$ cat src/cfgd_map.svh
// Purpose: Offsets, field positions, reset values and counts of the configuration word decoder
// Assumes: Byte addresses on a 32-bit Avalon-MM slave, one aligned word per register
// Notes: Definitions only
`ifndef CFGD_MAP_SVH
`define CFGD_MAP_SVH
// Register byte offsets
`define CFGD_OFS_WORD 4'h0
`define CFGD_OFS_CTRL 4'h4
`define CFGD_OFS_STAT 4'h8
// Configuration word field positions
`define CFGD_BOR_HI 9
`define CFGD_BOR_LO 8
`define CFGD_DPROT_BIT 7
`define CFGD_PPROT_BIT 6
`define CFGD_MASTER_CLEAR_RESET_BIT 5
`define CFGD_POWER_UP_DELAY_TIMER_BIT 4
`define CFGD_WDT_BIT 3
`define CFGD_OSC_HI 2
`define CFGD_OSC_LO 0
// Erased word: every fuse reads one
`define CFGD_WORD_RESET 14'h3fff
// Edges after reset release until the synchroniser shows the real word
`define CFGD_SYNC_SETTLE 2'h2
// Control register fields and reset value
`define CFGD_CTRL_SBOR 0
`define CFGD_CTRL_SWDT 1
`define CFGD_CTRL_RESET 2'h0
// Status register field positions
`define CFGD_ST_BOR 0
`define CFGD_ST_WDT 1
`define CFGD_ST_DPROT 2
`define CFGD_ST_PPROT 3
`define CFGD_ST_POWER_UP_DELAY_TIMER 4
`define CFGD_ST_MASTER_CLEAR_RESET 5
`define CFGD_ST_LOADED 6
`define CFGD_ST_OSC_LO 8
// Clock output runs at one quarter of the system clock
`define CFGD_CLKOUT_DIV 4
`define CFGD_CLKOUT_HALF 2'h1
`endif

$ cat src/cfgd_pkg.sv
// Purpose: Types shared by the configuration word decoder
// Assumes: Nothing is imported; users write cfgd_pkg::name
// Notes: Codes match the fuse encodings
package cfgd_pkg;
  // Brown-out mode select encodings
  typedef enum logic [1:0] {
    cfgd_bor_off = 2'b00,
    cfgd_bor_soft = 2'b01,
    cfgd_bor_run_a = 2'b10,
    cfgd_bor_run_b = 2'b11
  } cfgd_bor_t;
  // Oscillator mode select encodings
  typedef enum logic [2:0] {
    cfgd_osc_low_power_crystal = 3'b000,
    cfgd_osc_mid_crystal = 3'b001,
    cfgd_osc_high_crystal = 3'b010,
    cfgd_osc_external_clock = 3'b011,
    cfgd_osc_internal_pins_free = 3'b100,
    cfgd_osc_internal_clock_out = 3'b101,
    cfgd_osc_res_cap_pin_free = 3'b110,
    cfgd_osc_res_cap_clock_out = 3'b111
  } cfgd_osc_t;
endpackage

$ cat src/cfgd_osc_if.sv
// Purpose: Carries oscillator mode and pin roles between decoder modules
// Assumes: One clock domain
// Notes: dec reads the mode and drives the pin roles and clock; use_side drives the mode and reads the rest
`timescale 1ns/10ps
interface cfgd_osc_if;
  cfgd_pkg::cfgd_osc_t mode; // Latched oscillator mode
  logic osc1_gpio; // First oscillator pin free for digital use
  logic osc2_gpio; // Second oscillator pin free for digital use
  logic clkout_en; // Second pin drives the clock output
  logic clkout; // Quarter-rate clock output level
  modport dec (input mode, output osc1_gpio, output osc2_gpio, output clkout_en, output clkout);
  modport use_side (output mode, input osc1_gpio, input osc2_gpio, input clkout_en, input clkout);
endinterface

$ cat src/cfgd_sync.sv
// Purpose: Two-flop synchroniser for pin-level inputs
// Assumes: Inputs are static or slow levels
// Notes: First stage feeds only the second
`timescale 1ns/10ps
module cfgd_sync #(
  parameter int WIDTH = 1
) (
  input wire logic i_clk_sys,
  input wire logic i_rst_n,
  input wire logic [WIDTH-1:0] i_async,
  input wire logic [WIDTH-1:0] i_reset_val,
  output logic [WIDTH-1:0] o_sync
);
  logic [WIDTH-1:0] meta_reg; // First stage, may be metastable

  // Both stages reset to the idle level of the line
  always_ff @(posedge i_clk_sys)
  begin
    if (!i_rst_n)
    begin
      meta_reg <= i_reset_val;
      o_sync <= i_reset_val;
    end
    else
    begin
      meta_reg <= i_async;
      o_sync <= meta_reg;
    end
  end
endmodule

$ cat src/cfgd_osc_decode.sv
// Purpose: Oscillator mode to pin roles and quarter-rate clock output
// Assumes: Mode is constant after load
// Notes: Outputs are flops
`timescale 1ns/10ps
`include "cfgd_map.svh"
module cfgd_osc_decode (
  input wire logic i_clk_sys,
  input wire logic i_rst_n,
  cfgd_osc_if.dec osc
);
  logic [1:0] div_reg; // Quarter-rate phase counter
  logic osc1_free; // Decoded first pin role
  logic osc2_free; // Decoded second pin role
  logic clk_drive; // Decoded clock-out role

  // Pin roles per mode; crystal and external-clock codes hold both pins
  assign osc1_free = (osc.mode == cfgd_pkg::cfgd_osc_internal_pins_free)
    || (osc.mode == cfgd_pkg::cfgd_osc_internal_clock_out);
  assign osc2_free = (osc.mode == cfgd_pkg::cfgd_osc_internal_pins_free)
    || (osc.mode == cfgd_pkg::cfgd_osc_res_cap_pin_free);
  assign clk_drive = (osc.mode == cfgd_pkg::cfgd_osc_res_cap_clock_out)
    || (osc.mode == cfgd_pkg::cfgd_osc_internal_clock_out);

  // Register pin roles; the clock toggles every half period of the divider
  always_ff @(posedge i_clk_sys)
  begin
    if (!i_rst_n)
    begin
      div_reg <= 2'h0;
      osc.clkout <= 1'b0;
      osc.osc1_gpio <= 1'b0;
      osc.osc2_gpio <= 1'b0;
      osc.clkout_en <= 1'b0;
    end
    else
    begin
      div_reg <= (div_reg == `CFGD_CLKOUT_HALF) ? 2'h0 : div_reg + 2'h1;
      if (div_reg == `CFGD_CLKOUT_HALF)
      begin
        osc.clkout <= ~osc.clkout;
      end
      osc.osc1_gpio <= osc1_free;
      osc.osc2_gpio <= osc2_free;
      osc.clkout_en <= clk_drive;
    end
  end
endmodule

$ cat src/cfgd_config_word_decode.sv
// Purpose: Latch the configuration word at reset release and drive static chip controls
// Assumes: Word and pin inputs come from outside the clock domain; sleep is local logic
// Notes: Avalon-MM slave answers every access one cycle after it is raised
`timescale 1ns/10ps
`include "cfgd_map.svh"
module cfgd_config_word_decode #(
  parameter int WORD_W = 14
) (
  input wire logic i_clk_sys,
  input wire logic i_rst_n,
  // Configuration word from the non-volatile array
  input wire logic [WORD_W-1:0] i_config_word,
  // Shared master clear pin level
  input wire logic i_master_clear_pin,
  // Core is in sleep
  input wire logic i_sleep,
  // Avalon-MM slave
  input wire logic [3:0] i_avs_address,
  input wire logic i_avs_read,
  input wire logic i_avs_write,
  input wire logic [31:0] i_avs_writedata,
  input wire logic [3:0] i_avs_byteenable,
  output logic [31:0] o_avs_readdata,
  output logic o_avs_waitrequest,
  // Decoded controls
  output logic o_brownout_reset_enable,
  output logic o_data_memory_protect,
  output logic o_program_memory_protect,
  output logic o_master_clear_reset,
  output logic o_master_clear_pin_digital,
  output logic o_power_up_delay_timer_enable,
  output logic o_watchdog_timer_enable,
  output logic [2:0] o_oscillator_mode_select,
  output logic o_osc1_gpio,
  output logic o_osc2_gpio,
  // Second oscillator pin as clock output
  output logic o_clock_output,
  output logic o_clock_output_oe
);
  cfgd_osc_if osc (); // Oscillator mode and pin roles

  logic [WORD_W-1:0] word_sync; // Word after two flops
  logic master_clear_reset_pin_sync; // Pin level after two flops
  logic [WORD_W-1:0] word_reg; // Latched configuration word
  logic loaded_reg; // Word captured since reset
  logic [1:0] settle_reg; // Edges since release, stops at the settle count
  logic settle_done; // Synchroniser now shows the pin-side word
  logic [1:0] ctrl_reg; // Soft enables
  logic [1:0] ctrl_next; // Soft enables after a write
  logic ack_reg; // Access answered this cycle
  logic [31:0] rdata_next; // Read mux
  logic [31:0] status_word; // Live decoded state
  logic req; // Any access raised
  logic hit_word; // Address decodes
  logic hit_ctrl;
  logic hit_stat;
  logic wr_ctrl; // Control write takes effect
  cfgd_pkg::cfgd_bor_t bor_mode; // Brown-out field
  logic bor_next; // Decoded brown-out enable
  logic wdt_next; // Decoded watchdog enable
  logic master_clear_reset_next; // Decoded reset request

  // Word and pin leave their own timing through two flops each
  cfgd_sync #(
    .WIDTH(WORD_W)
  ) u_word_sync (
    .i_clk_sys(i_clk_sys),
    .i_rst_n(i_rst_n),
    .i_async(i_config_word),
    .i_reset_val(WORD_W'(`CFGD_WORD_RESET)),
    .o_sync(word_sync)
  );

  // Pin idles high, so reset state means no reset request
  cfgd_sync #(
    .WIDTH(1)
  ) u_master_clear_reset_sync (
    .i_clk_sys(i_clk_sys),
    .i_rst_n(i_rst_n),
    .i_async(i_master_clear_pin),
    .i_reset_val(1'b1),
    .o_sync(master_clear_reset_pin_sync)
  );

  // Oscillator pin roles and clock output divider
  cfgd_osc_decode u_osc (
    .i_clk_sys(i_clk_sys),
    .i_rst_n(i_rst_n),
    .osc(osc.dec)
  );

  // Every code lands on an enum member: 000/001/010 crystal, 011 external clock
  assign osc.mode = cfgd_pkg::cfgd_osc_t'(word_reg[`CFGD_OSC_HI:`CFGD_OSC_LO]);

  // Load timing after reset release:
  //   edge 1  first synchroniser stage takes the pin-side word
  //   edge 2  second stage shows it; the counter reaches its end
  //   edge 3  the word is captured and loaded_reg rises
  //   edge 4  decoded controls and oscillator pin roles follow
  // Capturing on edge 1 would only latch the synchroniser's own reset value,
  // so a burnt word would never reach the decode.
  // The counter stops once loaded, so it costs no switching in normal running.
  assign settle_done = (settle_reg == `CFGD_SYNC_SETTLE);

  // One capture once settled; later word changes are ignored until reset
  always_ff @(posedge i_clk_sys)
  begin
    if (!i_rst_n)
    begin
      word_reg <= WORD_W'(`CFGD_WORD_RESET);
      loaded_reg <= 1'b0;
      settle_reg <= 2'h0;
    end
    else if (!loaded_reg)
    begin
      // Count the synchroniser stages, then take the word
      settle_reg <= settle_done ? settle_reg : settle_reg + 2'h1;
      if (settle_done)
      begin
        word_reg <= word_sync;
        loaded_reg <= 1'b1;
      end
    end
  end

  // Field decoding
  assign bor_mode = cfgd_pkg::cfgd_bor_t'(word_reg[`CFGD_BOR_HI:`CFGD_BOR_LO]);
  always_comb
  begin
    unique case (bor_mode)
      cfgd_pkg::cfgd_bor_run_a,
      cfgd_pkg::cfgd_bor_run_b: bor_next = !i_sleep;
      cfgd_pkg::cfgd_bor_soft: bor_next = ctrl_reg[`CFGD_CTRL_SBOR];
      cfgd_pkg::cfgd_bor_off: bor_next = 1'b0;
    endcase
  end
  // Fuse forces the watchdog; otherwise software decides
  assign wdt_next = word_reg[`CFGD_WDT_BIT] | ctrl_reg[`CFGD_CTRL_SWDT];
  // Pin as digital input keeps the internal reset line inactive
  assign master_clear_reset_next = word_reg[`CFGD_MASTER_CLEAR_RESET_BIT] & !master_clear_reset_pin_sync;

  // Controls are flops so downstream units never see decode glitches
  always_ff @(posedge i_clk_sys)
  begin
    if (!i_rst_n)
    begin
      o_brownout_reset_enable <= 1'b0;
      o_data_memory_protect <= 1'b0;
      o_program_memory_protect <= 1'b0;
      o_master_clear_reset <= 1'b0;
      o_master_clear_pin_digital <= 1'b0;
      o_power_up_delay_timer_enable <= 1'b0;
      o_watchdog_timer_enable <= 1'b0;
      o_oscillator_mode_select <= 3'h0;
    end
    else
    begin
      o_brownout_reset_enable <= bor_next;
      o_data_memory_protect <= !word_reg[`CFGD_DPROT_BIT];
      o_program_memory_protect <= !word_reg[`CFGD_PPROT_BIT];
      o_master_clear_reset <= master_clear_reset_next;
      o_master_clear_pin_digital <= !word_reg[`CFGD_MASTER_CLEAR_RESET_BIT];
      o_power_up_delay_timer_enable <= !word_reg[`CFGD_POWER_UP_DELAY_TIMER_BIT];
      o_watchdog_timer_enable <= wdt_next;
      o_oscillator_mode_select <= osc.mode;
    end
  end

  // Pin roles come straight from the oscillator flops
  assign o_osc1_gpio = osc.osc1_gpio;
  assign o_osc2_gpio = osc.osc2_gpio;
  assign o_clock_output = osc.clkout;
  assign o_clock_output_oe = osc.clkout_en;

  // Bus decode; misaligned or unmapped addresses hit nothing
  assign req = i_avs_read | i_avs_write;
  assign hit_word = (i_avs_address == `CFGD_OFS_WORD);
  assign hit_ctrl = (i_avs_address == `CFGD_OFS_CTRL);
  assign hit_stat = (i_avs_address == `CFGD_OFS_STAT);
  // Write lands on the edge where waitrequest is low; only lane 0 holds bits
  assign wr_ctrl = i_avs_write & ack_reg & hit_ctrl & i_avs_byteenable[0];
  assign ctrl_next = wr_ctrl ? i_avs_writedata[1:0] : ctrl_reg;
  // Holding waitrequest for one cycle gives the read mux a flop stage
  assign o_avs_waitrequest = req & !ack_reg;

  // Status reflects the outputs actually driven
  assign status_word = {21'h0, o_oscillator_mode_select, 1'b0, loaded_reg,
    o_master_clear_pin_digital, o_power_up_delay_timer_enable,
    o_program_memory_protect, o_data_memory_protect,
    o_watchdog_timer_enable, o_brownout_reset_enable};
  assign rdata_next = hit_word ? {{(32 - WORD_W){1'b0}}, word_reg} :
    hit_ctrl ? {30'h0, ctrl_reg} :
    hit_stat ? status_word : 32'h0;

  // Answer bookkeeping and soft enables
  always_ff @(posedge i_clk_sys)
  begin
    if (!i_rst_n)
    begin
      ack_reg <= 1'b0;
      ctrl_reg <= `CFGD_CTRL_RESET;
      o_avs_readdata <= 32'h0;
    end
    else
    begin
      ack_reg <= req & !ack_reg;
      ctrl_reg <= ctrl_next;
      if (i_avs_read & !ack_reg)
      begin
        o_avs_readdata <= rdata_next;
      end
    end
  end
endmodule

$ cat config.mk
export PLATFORM = sky130hd
export DESIGN_NAME = cfgd_config_word_decode
export DESIGN_NICKNAME = d
export VERILOG_FILES = /design/src/cfgd_pkg.sv /design/src/cfgd_osc_if.sv /design/src/cfgd_sync.sv /design/src/cfgd_osc_decode.sv /design/src/cfgd_config_word_decode.sv
export VERILOG_INCLUDE_DIRS = /design/src /design/src/src
export SDC_FILE = /design/constraint.sdc
export NUM_CORES = 1
export LEC_CHECK = 0
export BUFFER_PORTS_ARGS = -buffer_cell sky130_fd_sc_hd__buf_4
export CAP_MARGIN = 40
export CORE_AREA = 2 2 78 80
export DETAILED_ROUTE_END_ITERATION = 8
export DIE_AREA = 0 0 80 82
export GPL_ROUTABILITY_DRIVEN = 0
export GPL_TIMING_DRIVEN = 0
export PLACE_DENSITY = 0.79
export SYNTH_ARGS = -nofsm -noshare
export SYNTH_HDL_FRONTEND = slang
export SYNTH_SLANG_ARGS = --single-unit
export TNS_END_PERCENT = 5
$ cat constraint.sdc
create_clock -name i_clk_sys -period 3.4 [get_ports i_clk_sys]
set_clock_uncertainty 0.2 [all_clocks]
set_input_delay 0.34 -clock i_clk_sys [delete_from_list [all_inputs] [get_ports i_clk_sys]]
set_output_delay 0.34 -clock i_clk_sys [all_outputs]
set_load 0.1 [all_outputs]
# Word-level counts from Yosys, hierarchy flattened
# Index checks and enable logic that the tools add are counted.
[op_classes] n_addsub=2 eq_ne=11 n_mux=6 bitwise_logic=12 reduce_logical=16
[ops] op="11-bit two-way mux" count=2
[ops] op="14-bit two-way mux" count=1
[ops] op="3-bit equality test (second input constant)" count=4
[ops] op="1-bit zero test" count=7
[ops] op="1-bit AND" count=6
[ops] op="2-bit equality test (second input constant)" count=3
[ops] op="2-bit by 1-bit adder with 2-bit output (second input constant)" count=2
[ops] op="2-bit by 1-bit equality test with 1-bit output (second input constant)" count=2
[ops] op="4-bit by 3-bit equality test with 1-bit output (second input constant)" count=1
[ops] op="4-bit equality test (second input constant)" count=1
[ops] op="4-bit zero test" count=1
[ops] op="1-bit NOT" count=4
[ops] op="2-bit AND reduction" count=2
[ops] op="2-bit OR reduction" count=2
[ops] op="1-bit logical OR" count=3
[ops] op="1-bit case mux with 3 select lines" count=1
[ops] op="2-bit zero test" count=1
[ops] op="1-bit two-way mux" count=2
[ops] op="1-bit OR" count=2
[totals] register_bits=98 input_bits=60 out_inout_bits=47

# Depth between registers and ports, before layout
# Gate-level depths: netlist of run 1.
[depth] depth_word=4 ltp_mapped=6 mapped_depth_nobuf=5

# By module
# A second synthesis of run 1 with hierarchy kept.
[unflattened] cells_unflattened=286 area_unflattened_um2=3041.7
[by_module_without_submodules] mod="cfgd_config_word_decode" instances=1 cells_each=206 area_each_um2=1794.2
[by_module_without_submodules] mod="cfgd_sync (u_word_sync)" instances=1 cells_each=59 area_each_um2=1002.2
[by_module_without_submodules] mod="cfgd_osc_decode" instances=1 cells_each=17 area_each_um2=182.7
[by_module_without_submodules] mod="cfgd_sync (u_master_clear_reset_sync)" instances=1 cells_each=4 area_each_um2=62.6

# Worst setup path after synthesis of run 1
# Ideal clock, no wire load.
[synth_timing] path_kind="input -> output" startpoint="input i_avs_write" endpoint="output o_avs_waitrequest" t_arrival_ps=1636 required_time_ps=2860 setup_slack_ps=1224 cell_stages=2 path_buffers=0 path_cell_list="nor2_1 nor2_1"
[synth_between] elab_chain_len=2
[synth_lines] item="start: declaration" line="cfgd_config_word_decode.sv:20" rtl="input wire logic i_avs_write,"
[synth_lines] item="1-bit OR" line="cfgd_config_word_decode.sv:176" rtl="assign req = i_avs_read | i_avs_write;"
[synth_lines] item="1-bit AND" line="cfgd_config_word_decode.sv:184" rtl="assign o_avs_waitrequest = req & !ack_reg;"
[synth_lines] item="end: declaration" line="cfgd_config_word_decode.sv:24" rtl="output logic o_avs_waitrequest,"
# Every way passes these cells.

# Final worst setup path of run 1
[layout_timing] startpoint="register ack_reg" endpoint="output o_avs_waitrequest"
[layout_between] elab_chain_len=2
[layout_lines] item="start: declaration" line="cfgd_config_word_decode.sv:50" rtl="logic ack_reg;"
[layout_lines] item="start signal: assignment" line="cfgd_config_word_decode.sv:206" rtl="ack_reg <= req & !ack_reg;"
[layout_lines] item="1-bit zero test" line="cfgd_config_word_decode.sv:184"
[layout_lines] item="1-bit AND" line="cfgd_config_word_decode.sv:184"
# Every way passes these cells.

==> metrics.md, run 1 <==
| Metric | Value |
|---|---|
| Synthesized instance count | roughly 290 |
| Most frequent cells in the layout | dfxtp_1 (80), buf_4 (72), nand2b_1 (35) |
| Kind of critical path | reg -> out |
| Switch share | 37.5% |
| Clk buf depth | 2 |
| Max Fclk | 606 MHz |
| Synth top area share | 58.3% |
| TritonCTS buffer count | 9 |
| Worst min-delay path class | in -> reg |
| Slowest stage delay, CP | about 0.36 ns |
| Cells along the critical path | nor2_1 -> buf_4 |
| Clk root buf | clkbuf_8 |
| Slew Limit Fails | 0 |
| Final Cycle Share | 48.5% |
| Worst EP required | 2.86 ns |
| Die W | 80 µm |
| Hpwl dp | 3810 µm |
| Hold Buf Count CTS | 15 |
| Int Power | 1.56 mW |
| Psw | 0.939 mW |
| Clk slew on worst S/H paths | about 0.080 ns |
| Final nets | 444 |
| PortBufs | 54 |
| Synth Area in Compound Gates | 7.11% |
| Worst setup EP type | output port |
| Synth Area in Simple Gates | 24.8% |
| Drc violations | 0 |
| EDFF count, synth | 0 |
| Die Height | 82 µm |
| Fillers | 483 |
| Skew-Pair Late Insertion Delay | 0.35 ns |
| Crit path max-delay cell type | dfxtp_1 |
| Final Hold Viols | 0 |
| Clock power frac | 24.9% |
| Starting Density | 47.8% |
| Post-synth ARST share | 0% |
| Sequential fraction of the synthesis area | slightly below 60% |
| Avg Vias per Cell | 4.57 |
| Vias | 2,110 |
| CP arrival | approximately 1.1 ns |
| Setup TNS | 0 ns |
| Total global routing overflow | 0 |
| 1st-iter DRT viols | 117 |
| Tot GR Track Use | 17.5% |
| Post-DR wirelength/cell | around 12 µm |
| Power Density | 687 nW/µm² |
| Startpoint Class | flip-flop |
| Crit path buf inv count | 1 |
| Fin Hold WS | between 0.07 and 0.08 ns |
| Adder-cell area share of the yosys netlist | 0.912% |
| Yosys top cell by area | dfxtp_1 |
| Yosys Warn Count | 0 |
| Cell Area, Synth | between 2000 and 3000 µm² |
| Post-Place Cells | 431 |
| Core area | between 5000 and 6000 µm² |
| # IOs | 107 |
| Proportion of power drawn by combinational gates | 29.5% |
| Final Setup Violations | 0 |
| Post-CTS Setup Bufs | 0 |
| Top FF cell, synth | dfxtp_1 |
| CTS tree | done |
| Leakage | 1.64 nW |
| Number of routed nets with antenna violations | 0 |
| Final non-filler cell total | between 400 and 500 |
| Mean Syn Cell Area | 9.63 µm² |
| First-pass GRT wire length | 8520 µm |
| Pre-antenna DRT Iters | 4 |
| Synth Register Bits | 80 |
| RSZ-0062 raised after global routing | false |
| Commonest non-fill, non-tap cell in the layout | dfxtp_1 |
| Status | complete, no violations |
| Initial antenna violation count | 0 |
| Max-Cap Viols | 0 |
| Max Fanout on Critical Path | 6 |
| Peak supply drop | approximately 350 µV |
| Largest net degree at the start of global routing | 14 |
| CTS resizes | 0 |
| Drt total wl | about 5300 µm |
| Vias in the first global route | 1,905 |
| Pwr Total | ~2.5 mW |
| Delay-heaviest family, CP | flip-flops |
| Num rows | 28 |
| Mux cell area share after synthesis | less than 1% |
| Main combinational cell family by area after synthesis | simple AND/OR/NAND/NOR gates |
| Die Area | between 6000 and 7000 µm² |
| Yosys cell types | 34 |
| Synth top area cells | dfxtp_1 (58%), nand2b_1 (8.0%), buf_4 (4.9%) |
| Layout cells sized above 1 | between 20% and 30% |
| Minimum clock period | 1.65 ns |
| Sequential share of power | about 46% |
| Area delta synth->final | 32.6% |
| Xor and xnor fraction of the mapped netlist area | 0.638% |
| Diodes inserted | 0 |
| Clk sinks | 80 |
| H-tree depth | 3 |
## per-layer routing
metal / vias to the layer above / GRT usage, % / share of wire (%)
met3: 5 / 5.38 / 6.9
met4: 0 / 7.63 / 0.96
li1: 1098 / - / -
met1: 937 / 19.0 / 44
met5: - / 0 / 0
met2: 70 / 31.4 / 48
## final cells by class
cell class	instances	area, µm²	share of cell area [%]
flip-flops and latches	80	1600	44.0
multi-input cells	185	998	27.4
well taps	75	93.8	2.58
inverters	6	22.5	0.619
clock inverters	5	31.3	0.859
plain buffers	31	186	5.12
clock buffers	11	151	4.16
repair buffers	69	556	15.3
## cell usage after synthesis, drive strengths merged, types with 2 or more instances
| library cell | number |
|---|---|
| o21ai | 10 |
| a21oi | 6 |
| nor2b | 2 |
| nand2 | 34 |
| and2 | 2 |
| clkbuf | 10 |
| nor2 | 26 |
| inv | 6 |
| nand3 | 22 |
| o31ai | 2 |
| a22o | 2 |
| nor3 | 4 |
| ha | 2 |
| xnor2 | 2 |
| buf | 21 |
| a221oi | 8 |
| dfxtp | 80 |
| nand2b | 35 |
## kinds of logic after synthesis
group / count (synthesis)
buffers and inverters: 37
xor gates and xnor gates: 2
AOI/OAI and AO/OA: 29
and+or+nand+nor: 133
DFF: 80
other: 1
adders and majority gates: 2
muxes: 1
## worst min-delay path: cells and delay by family
family / cells / cell delay [ns]
mux: 1 / 0.13
buf+inv: 1 / 0.08
simple gates: 1 / 0.03
## metrics by stage
step                setup slack, ns  util (%)  instance area (µm²)
floorplan                      1.22         -                 2810
global placement               1.68      57.6                 3310
detailed placement             1.63      57.6                 3310
CTS                            1.74      63.4                 3640
global route                   1.59      63.4                 3640
finish                         1.75      63.4                 3640
## final timing paths
path	startpoint	end	slack [ns]	cells past startpoint
worst max-delay path	ack_reg$_SDFF_PN0_	o_avs_waitrequest	1.75	2
worst min-delay path	i_sleep	o_brownout_reset_enable$_SDFF_PN0_	0.07	3
worst max register to register	settle_reg[0]$_SDFFE_PN0P_	word_reg[10]$_SDFFE_PN1P_	1.77	6
worst min register to register	u_master_clear_reset_sync.o_sync$_SDFF_PN1_	o_master_clear_reset$_SDFF_PN0_	0.19	1
## power groups by stage
stage / combinational, mW / sequential, mW / clock, mW
floorplan: 0.331 / 1.40 / 0
global placement: 0.712 / 1.15 / 0
detailed placement: 0.729 / 1.16 / 0
CTS: 0.743 / 1.14 / 0.636
global route: 0.793 / 1.15 / 0.672
finish: 0.739 / 1.14 / 0.623
(Power assumes the default switching activity.)
==> inputs of run 2 (changes only) <==
Settings changed: ABC_AREA set to 1, CORE_AREA 2 2 78 80 to 2 2 85 87, DIE_AREA 0 0 80 82 to 0 0 87 89, PLACE_DENSITY 0.79 to 0.74.
Clock period 3.4 ns to 1.4 ns, I/O delays scaled along.
==> metrics.md, run 2 <==
| Metric | Value |
|---|---|
| Slew Limit Fails | 0 (unchanged) |
| Yosys Warn Count | 0 (unchanged) |
| # IOs | 107 (unchanged) |
| Total global routing overflow | 0 (unchanged) |
| CTS tree | done |
| Cell Area, Synth | 2930 µm² (+6.6%) |
| Final non-filler cell total | 525 (+14%) |
| EDFF count, synth | 0 (unchanged) |
| Sequential fraction of the synthesis area | 54.7% (-3.6 points) |
| Mean Syn Cell Area | 8.71 µm² (-9.6%) |
| Yosys top cell by area | dfxtp_1 |
| Most frequent cells in the layout | buf_4 (75), dfxtp_1 (70), nand2_1 (51) |
| Commonest non-fill, non-tap cell in the layout | buf_4 |
| Worst setup EP type | flip-flop |
| Top FF cell, synth | dfxtp_1 |
| Clk sinks | 80 (unchanged) |
| Diodes inserted | 0 (unchanged) |
| Final nets | 502 (+13%) |
| Peak supply drop | 662 µV (+90%) |
| Die Height | 89 µm (+8.5%) |
| Post-Place Cells | 486 (+13%) |
| First-pass GRT wire length | 9380 µm (+10%) |
| Minimum clock period | 1.38 ns |
| Top-count cell post-synth | dfxtp_1 |
| Layout cells sized above 1 | 30.3% (+5.5 points) |
| Synth top area cells | dfxtp_1 (55%), nand3_1 (7.0%), nand2_1 (6.5%) |
| Worst min-delay path class | in -> reg |
| Vias | 2,292 (+8.6%) |
| Clk root buf | clkbuf_8 |
| Pre-antenna DRT Iters | 4 (unchanged) |
| Clk buf depth | 2 (unchanged) |
| Post-DP Area | 3510 µm² (+6.0%) |
| Multi-input gate area | 1070 µm² (+7.1%) |
| Register Area | 1610 µm² (+0.78%) |
| Initial antenna violation count | 0 (unchanged) |
| Drt total wl | 5600 µm (+5.1%) |
| Core area | 6720 µm² (+17%) |
| Yosys cell types | 30 (-12%) |
| Largest net degree at the start of global routing | 14 (unchanged) |
| Area delta synth->final | 36.5% |
| Vias in the first global route | 2,073 (+8.8%) |
| TritonCTS buffer count | 9 (unchanged) |
| Die Area | 7740 µm² (+18%) |
| Synthesized instance count | 336 (+18%) |
| Avg Vias per Cell | 4.37 (-4.4%) |
| Drc violations | 0 (unchanged) |
| Max Fanout on Critical Path | 10 (+4) |
| Worst EP required | 1.48 ns (-1.38 ns) |
| Synth Register Bits | 80 (unchanged) |
| Fin Hold WS | 0.0141 ns (-0.0595 ns) |
| Fillers | 596 (+23%) |
| Starting Density | 43.5% (-4.2 points) |
| Cell area after layout | 3990 µm² (+9.7%) |
| Tot GR Track Use | 15.8% (-1.7 points) |
| CP arrival | 1.47 ns (+0.36 ns) |
| Hpwl dp | 4040 µm (+6.0%) |
| Synth top area share | 54.7% (-3.6 points) |
| Post-DR wirelength/cell | 10.7 µm (-7.5%) |
| Status | complete, no violations |
| Kind of critical path | in -> reg |
| RSZ-0062 raised after global routing | true |
| Clk slew on worst S/H paths | 0.08 ns (about the same) |
| Startpoint Class | input pin |
| 1st-iter DRT viols | 85 (-27%) |
| Max-Cap Viols | 0 (unchanged) |
| H-tree depth | 3 (unchanged) |
| Num rows | 30 (+7.1%) |
| Final Hold Viols | 0 (unchanged) |
| Number of routed nets with antenna violations | 0 (unchanged) |
| Final Cycle Share | a little over nine tenths |
| Skew-Pair Late Insertion Delay | 0.35 ns (about the same) |
| Post-synth top cells | dfxtp_1 (80), nand2_1 (51), nand3_1 (41) |
| Power Density | 1670 nW/µm² (+140%) |
| PortBufs | 53 (-1.9%) |
| Max Fclk | 722 MHz |
| Leakage | 1.91 nW (+16%) |
| Post-synth ARST share | 0% (unchanged) |
| Die W | 87 µm (+8.8%) |
| Pwr Total | 6.66 mW (+170%) |
| Final Setup Violations | 0 (unchanged) |
==> run 2: changes by cell type after synthesis, moves of 6 or more <==
cell | previous run | this run
clkbuf_1 | 10 | 4
a221oi_1 | 8 | 0
nand2b_1 | 35 | 0
o21ai_0 | 8 | 1
inv_1 | 5 | 23
nand2_1 | 34 | 51
or2_2 | 0 | 11
nand3_1 | 22 | 41
nor2_1 | 26 | 36
or2_1 | 0 | 19
==> run 2: logic make-up after synthesis <==
kind of cell,share of synthesized area [%]
fa+ha+maj,0.855
xor+xnor,0.599
flops,54.7
other cells,0.128
simple gates,28.5
compound gates,3.85
buf+inv,11.3
==> run 2: stage by stage <==
| step | utilization, % | worst slack [ns] | TNS (ns) |
|---|---|---|---|
| floorplan | - | -0.0930 | -1.20 |
| global placement | 52.2 | -0.0615 | -0.761 |
| detailed placement | 52.2 | -0.102 | -1.06 |
| CTS | 59.1 | 0.00355 | 0 |
| global route | 59.4 | -0.0595 | -1.14 |
| finish | 59.4 | 0.0156 | 0 |
==> run 2: per-layer routing <==
metal,global-route usage [%],vias up,wire (µm)
met1,18.1,999,2470
met5,0,-,0
li1,-,1220,-
met2,27.4,65,2740
met3,3.79,8,294
met4,8.10,0,97
==> run 2: worst paths after layout <==
| path | cells past startpoint | to | slack, ns | from |
|---|---|---|---|---|
| max | 8 | o_avs_readdata[0]$_SDFFE_PN0P_ | 0.02 | i_avs_address[0] |
| min | 6 | o_avs_readdata[1]$_SDFFE_PN0P_ | 0.01 | i_avs_address[1] |
| max reg2reg | 7 | word_reg[7]$_SDFFE_PN1P_ | 0.05 | settle_reg[0]$_SDFFE_PN0P_ |
| min reg2reg | 1 | o_master_clear_reset$_SDFF_PN0_ | 0.20 | u_master_clear_reset_sync.o_sync$_SDFF_PN1_ |
==> run 2: where the power goes <==
| group | internal [mW] | switching [mW] |
|---|---|---|
| combinational | 0.561 | 1.47 |
| clock | 1.05 | 0.792 |
| sequential | 2.60 | 0.192 |
| total | 4.21 | 2.45 |
==> run 2: layout make-up <==
cell class	instances	share of cell area, %
Timing Repair Buffer	77	16.2
Clock inverter	5	2.01
Sequential cell	80	40.4
Clock buffer	11	3.54
Tap cell	80	2.51
Multi-Input combinational cell	212	26.8
Inverter	28	2.70
Buffer	32	5.86
==> run 2: worst max-delay path: stages <==
cell and delay, ns:
dlygate4sd3_1 0.54, buf_4 0.14, nor2_4 0.14, buf_6 0.17
nand3_1 0.08, nand2_1 0.07, nand2_1 0.06, a21oi_2 0.13
==> run 2: timing repair <==
| item | in CTS | in global routing |
|---|---|---|
| gates resized for setup | 5 | 8 |
| pin swaps | 1 | 1 |
| endpoints found under the setup margin | 14 | 42 |
| buffers inserted | 2 | 0 |
| hold buffers | 22 | 0 |
| endpoints found under the hold margin | 26 | 0 |
==> inputs of run 3 (changes only) <==
Settings changed: CORE_AREA 2 2 85 87 to 2 2 81 83, DIE_AREA 0 0 87 89 to 0 0 83 85, PLACE_DENSITY 0.74 to 0.77.
Clock period 1.4 ns to 1.3 ns, I/O delays scaled along.
==> metrics.md, run 3 (same netlist as run 2, synthesis figures left out) <==
| Metric | Value |
|---|---|
| Minimum clock period | 1.36 ns |
| Worst Hold End | word_reg[3]$_SDFFE_PN1P_ |
| Clk root buf | clkbuf_8 |
| Power Density | 1780 nW/µm² (+6.5%) |
| Num rows | 29 (-3.3%) |
| CP most frequent cell | inv_2 |
| Skew-Pair Late Insertion Delay | 0.34 ns (about the same) |
| Max Fclk | 738 MHz |
| Final Cycle Share | 104% |
| Drc violations | 0 (unchanged) |
| Failing checks | setup timing |
| Avg Vias per Cell | 4.49 (+2.9%) |
| Crit path buf inv count | 4 (+1) |
| Hpwl dp | 4010 µm (-0.73%) |
| # IOs | 107 (unchanged) |
| Clk sinks | 80 (unchanged) |
| Vias | 2,367 (+3.3%) |
| Post-DR wirelength/cell | 11.0 µm (+3.1%) |
| Commonest non-fill, non-tap cell in the layout | dfxtp_1 |
| Int Power | 4.71 mW (+12%) |
| Crit path max-delay cell type | dfxtp_2 |
| Die Height | 85 µm (-4.5%) |
| Final worst slack | -0.0558 ns (-0.0714 ns) |
| Max Fanout on Critical Path | 5 (-5) |
| Switch share | 36.5% (-0.27 points) |
| Post-DP Area | 3500 µm² (-0.21%) |
| Largest net degree at the start of global routing | 14 (unchanged) |
| Multi-input gate area | 1090 µm² (+1.9%) |
| Number of routed nets with antenna violations | 0 (unchanged) |
| Register Area | 1620 µm² (+0.31%) |
| Reg2reg end | word_reg[6]$_SDFFE_PN1P_ |
| Area delta synth->final | 42.9% |
| Hold_sp | i_rst_n |
| Diodes inserted | 0 (unchanged) |
| Clk buf depth | 2 (unchanged) |
| Slew Limit Fails | 0 (unchanged) |
| Most frequent cells in the layout | dfxtp_1 (66), buf_4 (51), nand2_1 (44) |
| PortBufs | 53 (unchanged) |
| H-tree depth | 3 (unchanged) |
| CP arrival | 1.37 ns (-0.10 ns) |
| Total global routing overflow | 0 (unchanged) |
| TritonCTS buffer count | 9 (unchanged) |
| Pwr Total | 7.42 mW (+11%) |
| Worst EP required | 1.31 ns (-0.17 ns) |
| Worst setup EP type | flip-flop |
| 1st-iter DRT viols | 109 (+28%) |
| Final Setup Violations | 14 (+14) |
| Max-Cap Viols | 0 (unchanged) |
| Hold path cells | 3 (-3) |
| Final core utilization | 67.4% (+7.9 points) |
| Cell area after layout | 4180 µm² (+4.7%) |
| Vias in the first global route | 2,172 (+4.8%) |
| Tot GR Track Use | 16.7% (+0.93 points) |
| Die W | 83 µm (-4.6%) |
| Setup TNS | -0.508 ns (-0.508 ns) |
| Worst slack, placed | -0.215 ns (-0.113 ns) |
| Fillers | 503 (-16%) |
| Sequential share of power | 41.2% (-0.7 points) |
| Final Hold Viols | 0 (unchanged) |
| Worst min-delay path class | in -> reg |
| CTS tree | done |
| First-pass GRT wire length | 9460 µm (+0.87%) |
| Final non-filler cell total | 527 (+0.38%) |
| Clk slew on worst S/H paths | 0.08 ns (about the same) |
| Post-Place Cells | 483 (-0.62%) |
| Final nets | 507 (+1.0%) |
| Peak supply drop | 899 µV (+36%) |
| Clock power frac | 26.5% (-1.2 points) |
| Slowest stage delay, CP | 0.33 ns (-0.21 ns) |
| Pre-antenna DRT Iters | 4 (unchanged) |
| R2R Setup Slk | -0.06 ns (-0.11 ns) |
| Initial antenna violation count | 0 (unchanged) |
| Die Area | 7060 µm² (-8.9%) |
| Kind of critical path | reg -> reg |
| RSZ-0062 raised after global routing | true |
| Status | finished, violations left |
| Cells along the critical path | inv_2 -> ha_4 -> inv_2 -> nor2_4 -> inv_2 -> buf_6 -> nand2_1 -> nand3_1 |
| Worst reg2reg path depth | 8 (+1) |
| Proportion of power drawn by combinational gates | 32.4% (+1.9 points) |
| Starting Density | 47.1% (+3.6 points) |
| Drt total wl | 5800 µm (+3.5%) |
| Leakage | 1.97 nW (+3.2%) |
| Psw | 2.71 mW (+11%) |
| Fin Hold WS | 0.0352 ns (+0.0211 ns) |
| Delay-heaviest family, CP | flip-flops |
| Startpoint Class | flip-flop |
| Core area | 6200 µm² (-7.7%) |
| Layout cells sized above 1 | 33.6% (+3.2 points) |
| Worst reg2reg startpoint | settle_reg[0]$_SDFFE_PN0P_ |
[run 3: cell count changes in the layout (fill, tap and decap cells not counted), sizes merged]
| cell | before | now |
|---|---|---|
| buf | 83 | 86 |
| dlygate4sd3 | 22 | 23 |
| dlymetal6s4s | 0 | 1 |
[run 3: how the worst max path moves through the flow]
stage / endpoint / start / depth (start not counted)
floorplan: o_avs_readdata[1]$_SDFFE_PN0P_ / o_avs_readdata[1]$_SDFFE_PN0P_ / 2
global placement: word_reg[12]$_SDFFE_PN1P_ / settle_reg[0]$_SDFFE_PN0P_ / 8
detailed placement: word_reg[12]$_SDFFE_PN1P_ / settle_reg[0]$_SDFFE_PN0P_ / 8
CTS: word_reg[6]$_SDFFE_PN1P_ / settle_reg[0]$_SDFFE_PN0P_ / 8
global route: word_reg[6]$_SDFFE_PN1P_ / settle_reg[0]$_SDFFE_PN0P_ / 8
finish: word_reg[6]$_SDFFE_PN1P_ / settle_reg[0]$_SDFFE_PN0P_ / 8
[run 3: layout make-up]
| type | instances | area share (%) |
|---|---|---|
| clock buffers | 11 | 3.38 |
| inverters | 28 | 2.51 |
| clock inverters | 5 | 1.92 |
| well taps | 77 | 2.31 |
| multi-input cells | 212 | 26.1 |
| plain buffers | 33 | 5.60 |
| repair buffers | 81 | 19.5 |
| flip-flops and latches | 80 | 38.7 |
[run 3: timing repair]
| item | in CTS | in global routing |
|---|---|---|
| setup endpoints to repair | 43 | 41 |
| hold buffers | 24 | 0 |
| gates resized for setup | 35 | 22 |
| endpoints found under the hold margin | 26 | 0 |
| buffers inserted | 2 | 1 |
| pin swaps | 4 | 1 |
| cloned | 1 | 0 |
[run 3: worst register-to-register path: cells and delay by family (launching register included)]
family	cells	cell delay, ns
flops	1	0.33
simple gates	3	0.26
fa+ha+maj	1	0.13
buf+inv	4	0.31
[run 3: power groups by stage]
stage	registers, mW	logic, mW	clock network (mW)
after floorplan	3.78	0.922	0
after global placement	3.04	2.04	0
after detailed placement	3.05	2.08	0
after CTS	3.03	2.31	2.01
after global routing	3.09	2.56	2.11
final	3.06	2.40	1.96
[run 3: per-layer routing]
metal / track usage, % / vias up / wire length, µm
met5: 0 / - / 0
met1: 18.2 / 1050 / 2310
met3: 4.86 / 10 / 312
met4: 5.66 / 0 / 96
met2: 31.0 / 75 / 3080
li1: - / 1232 / -
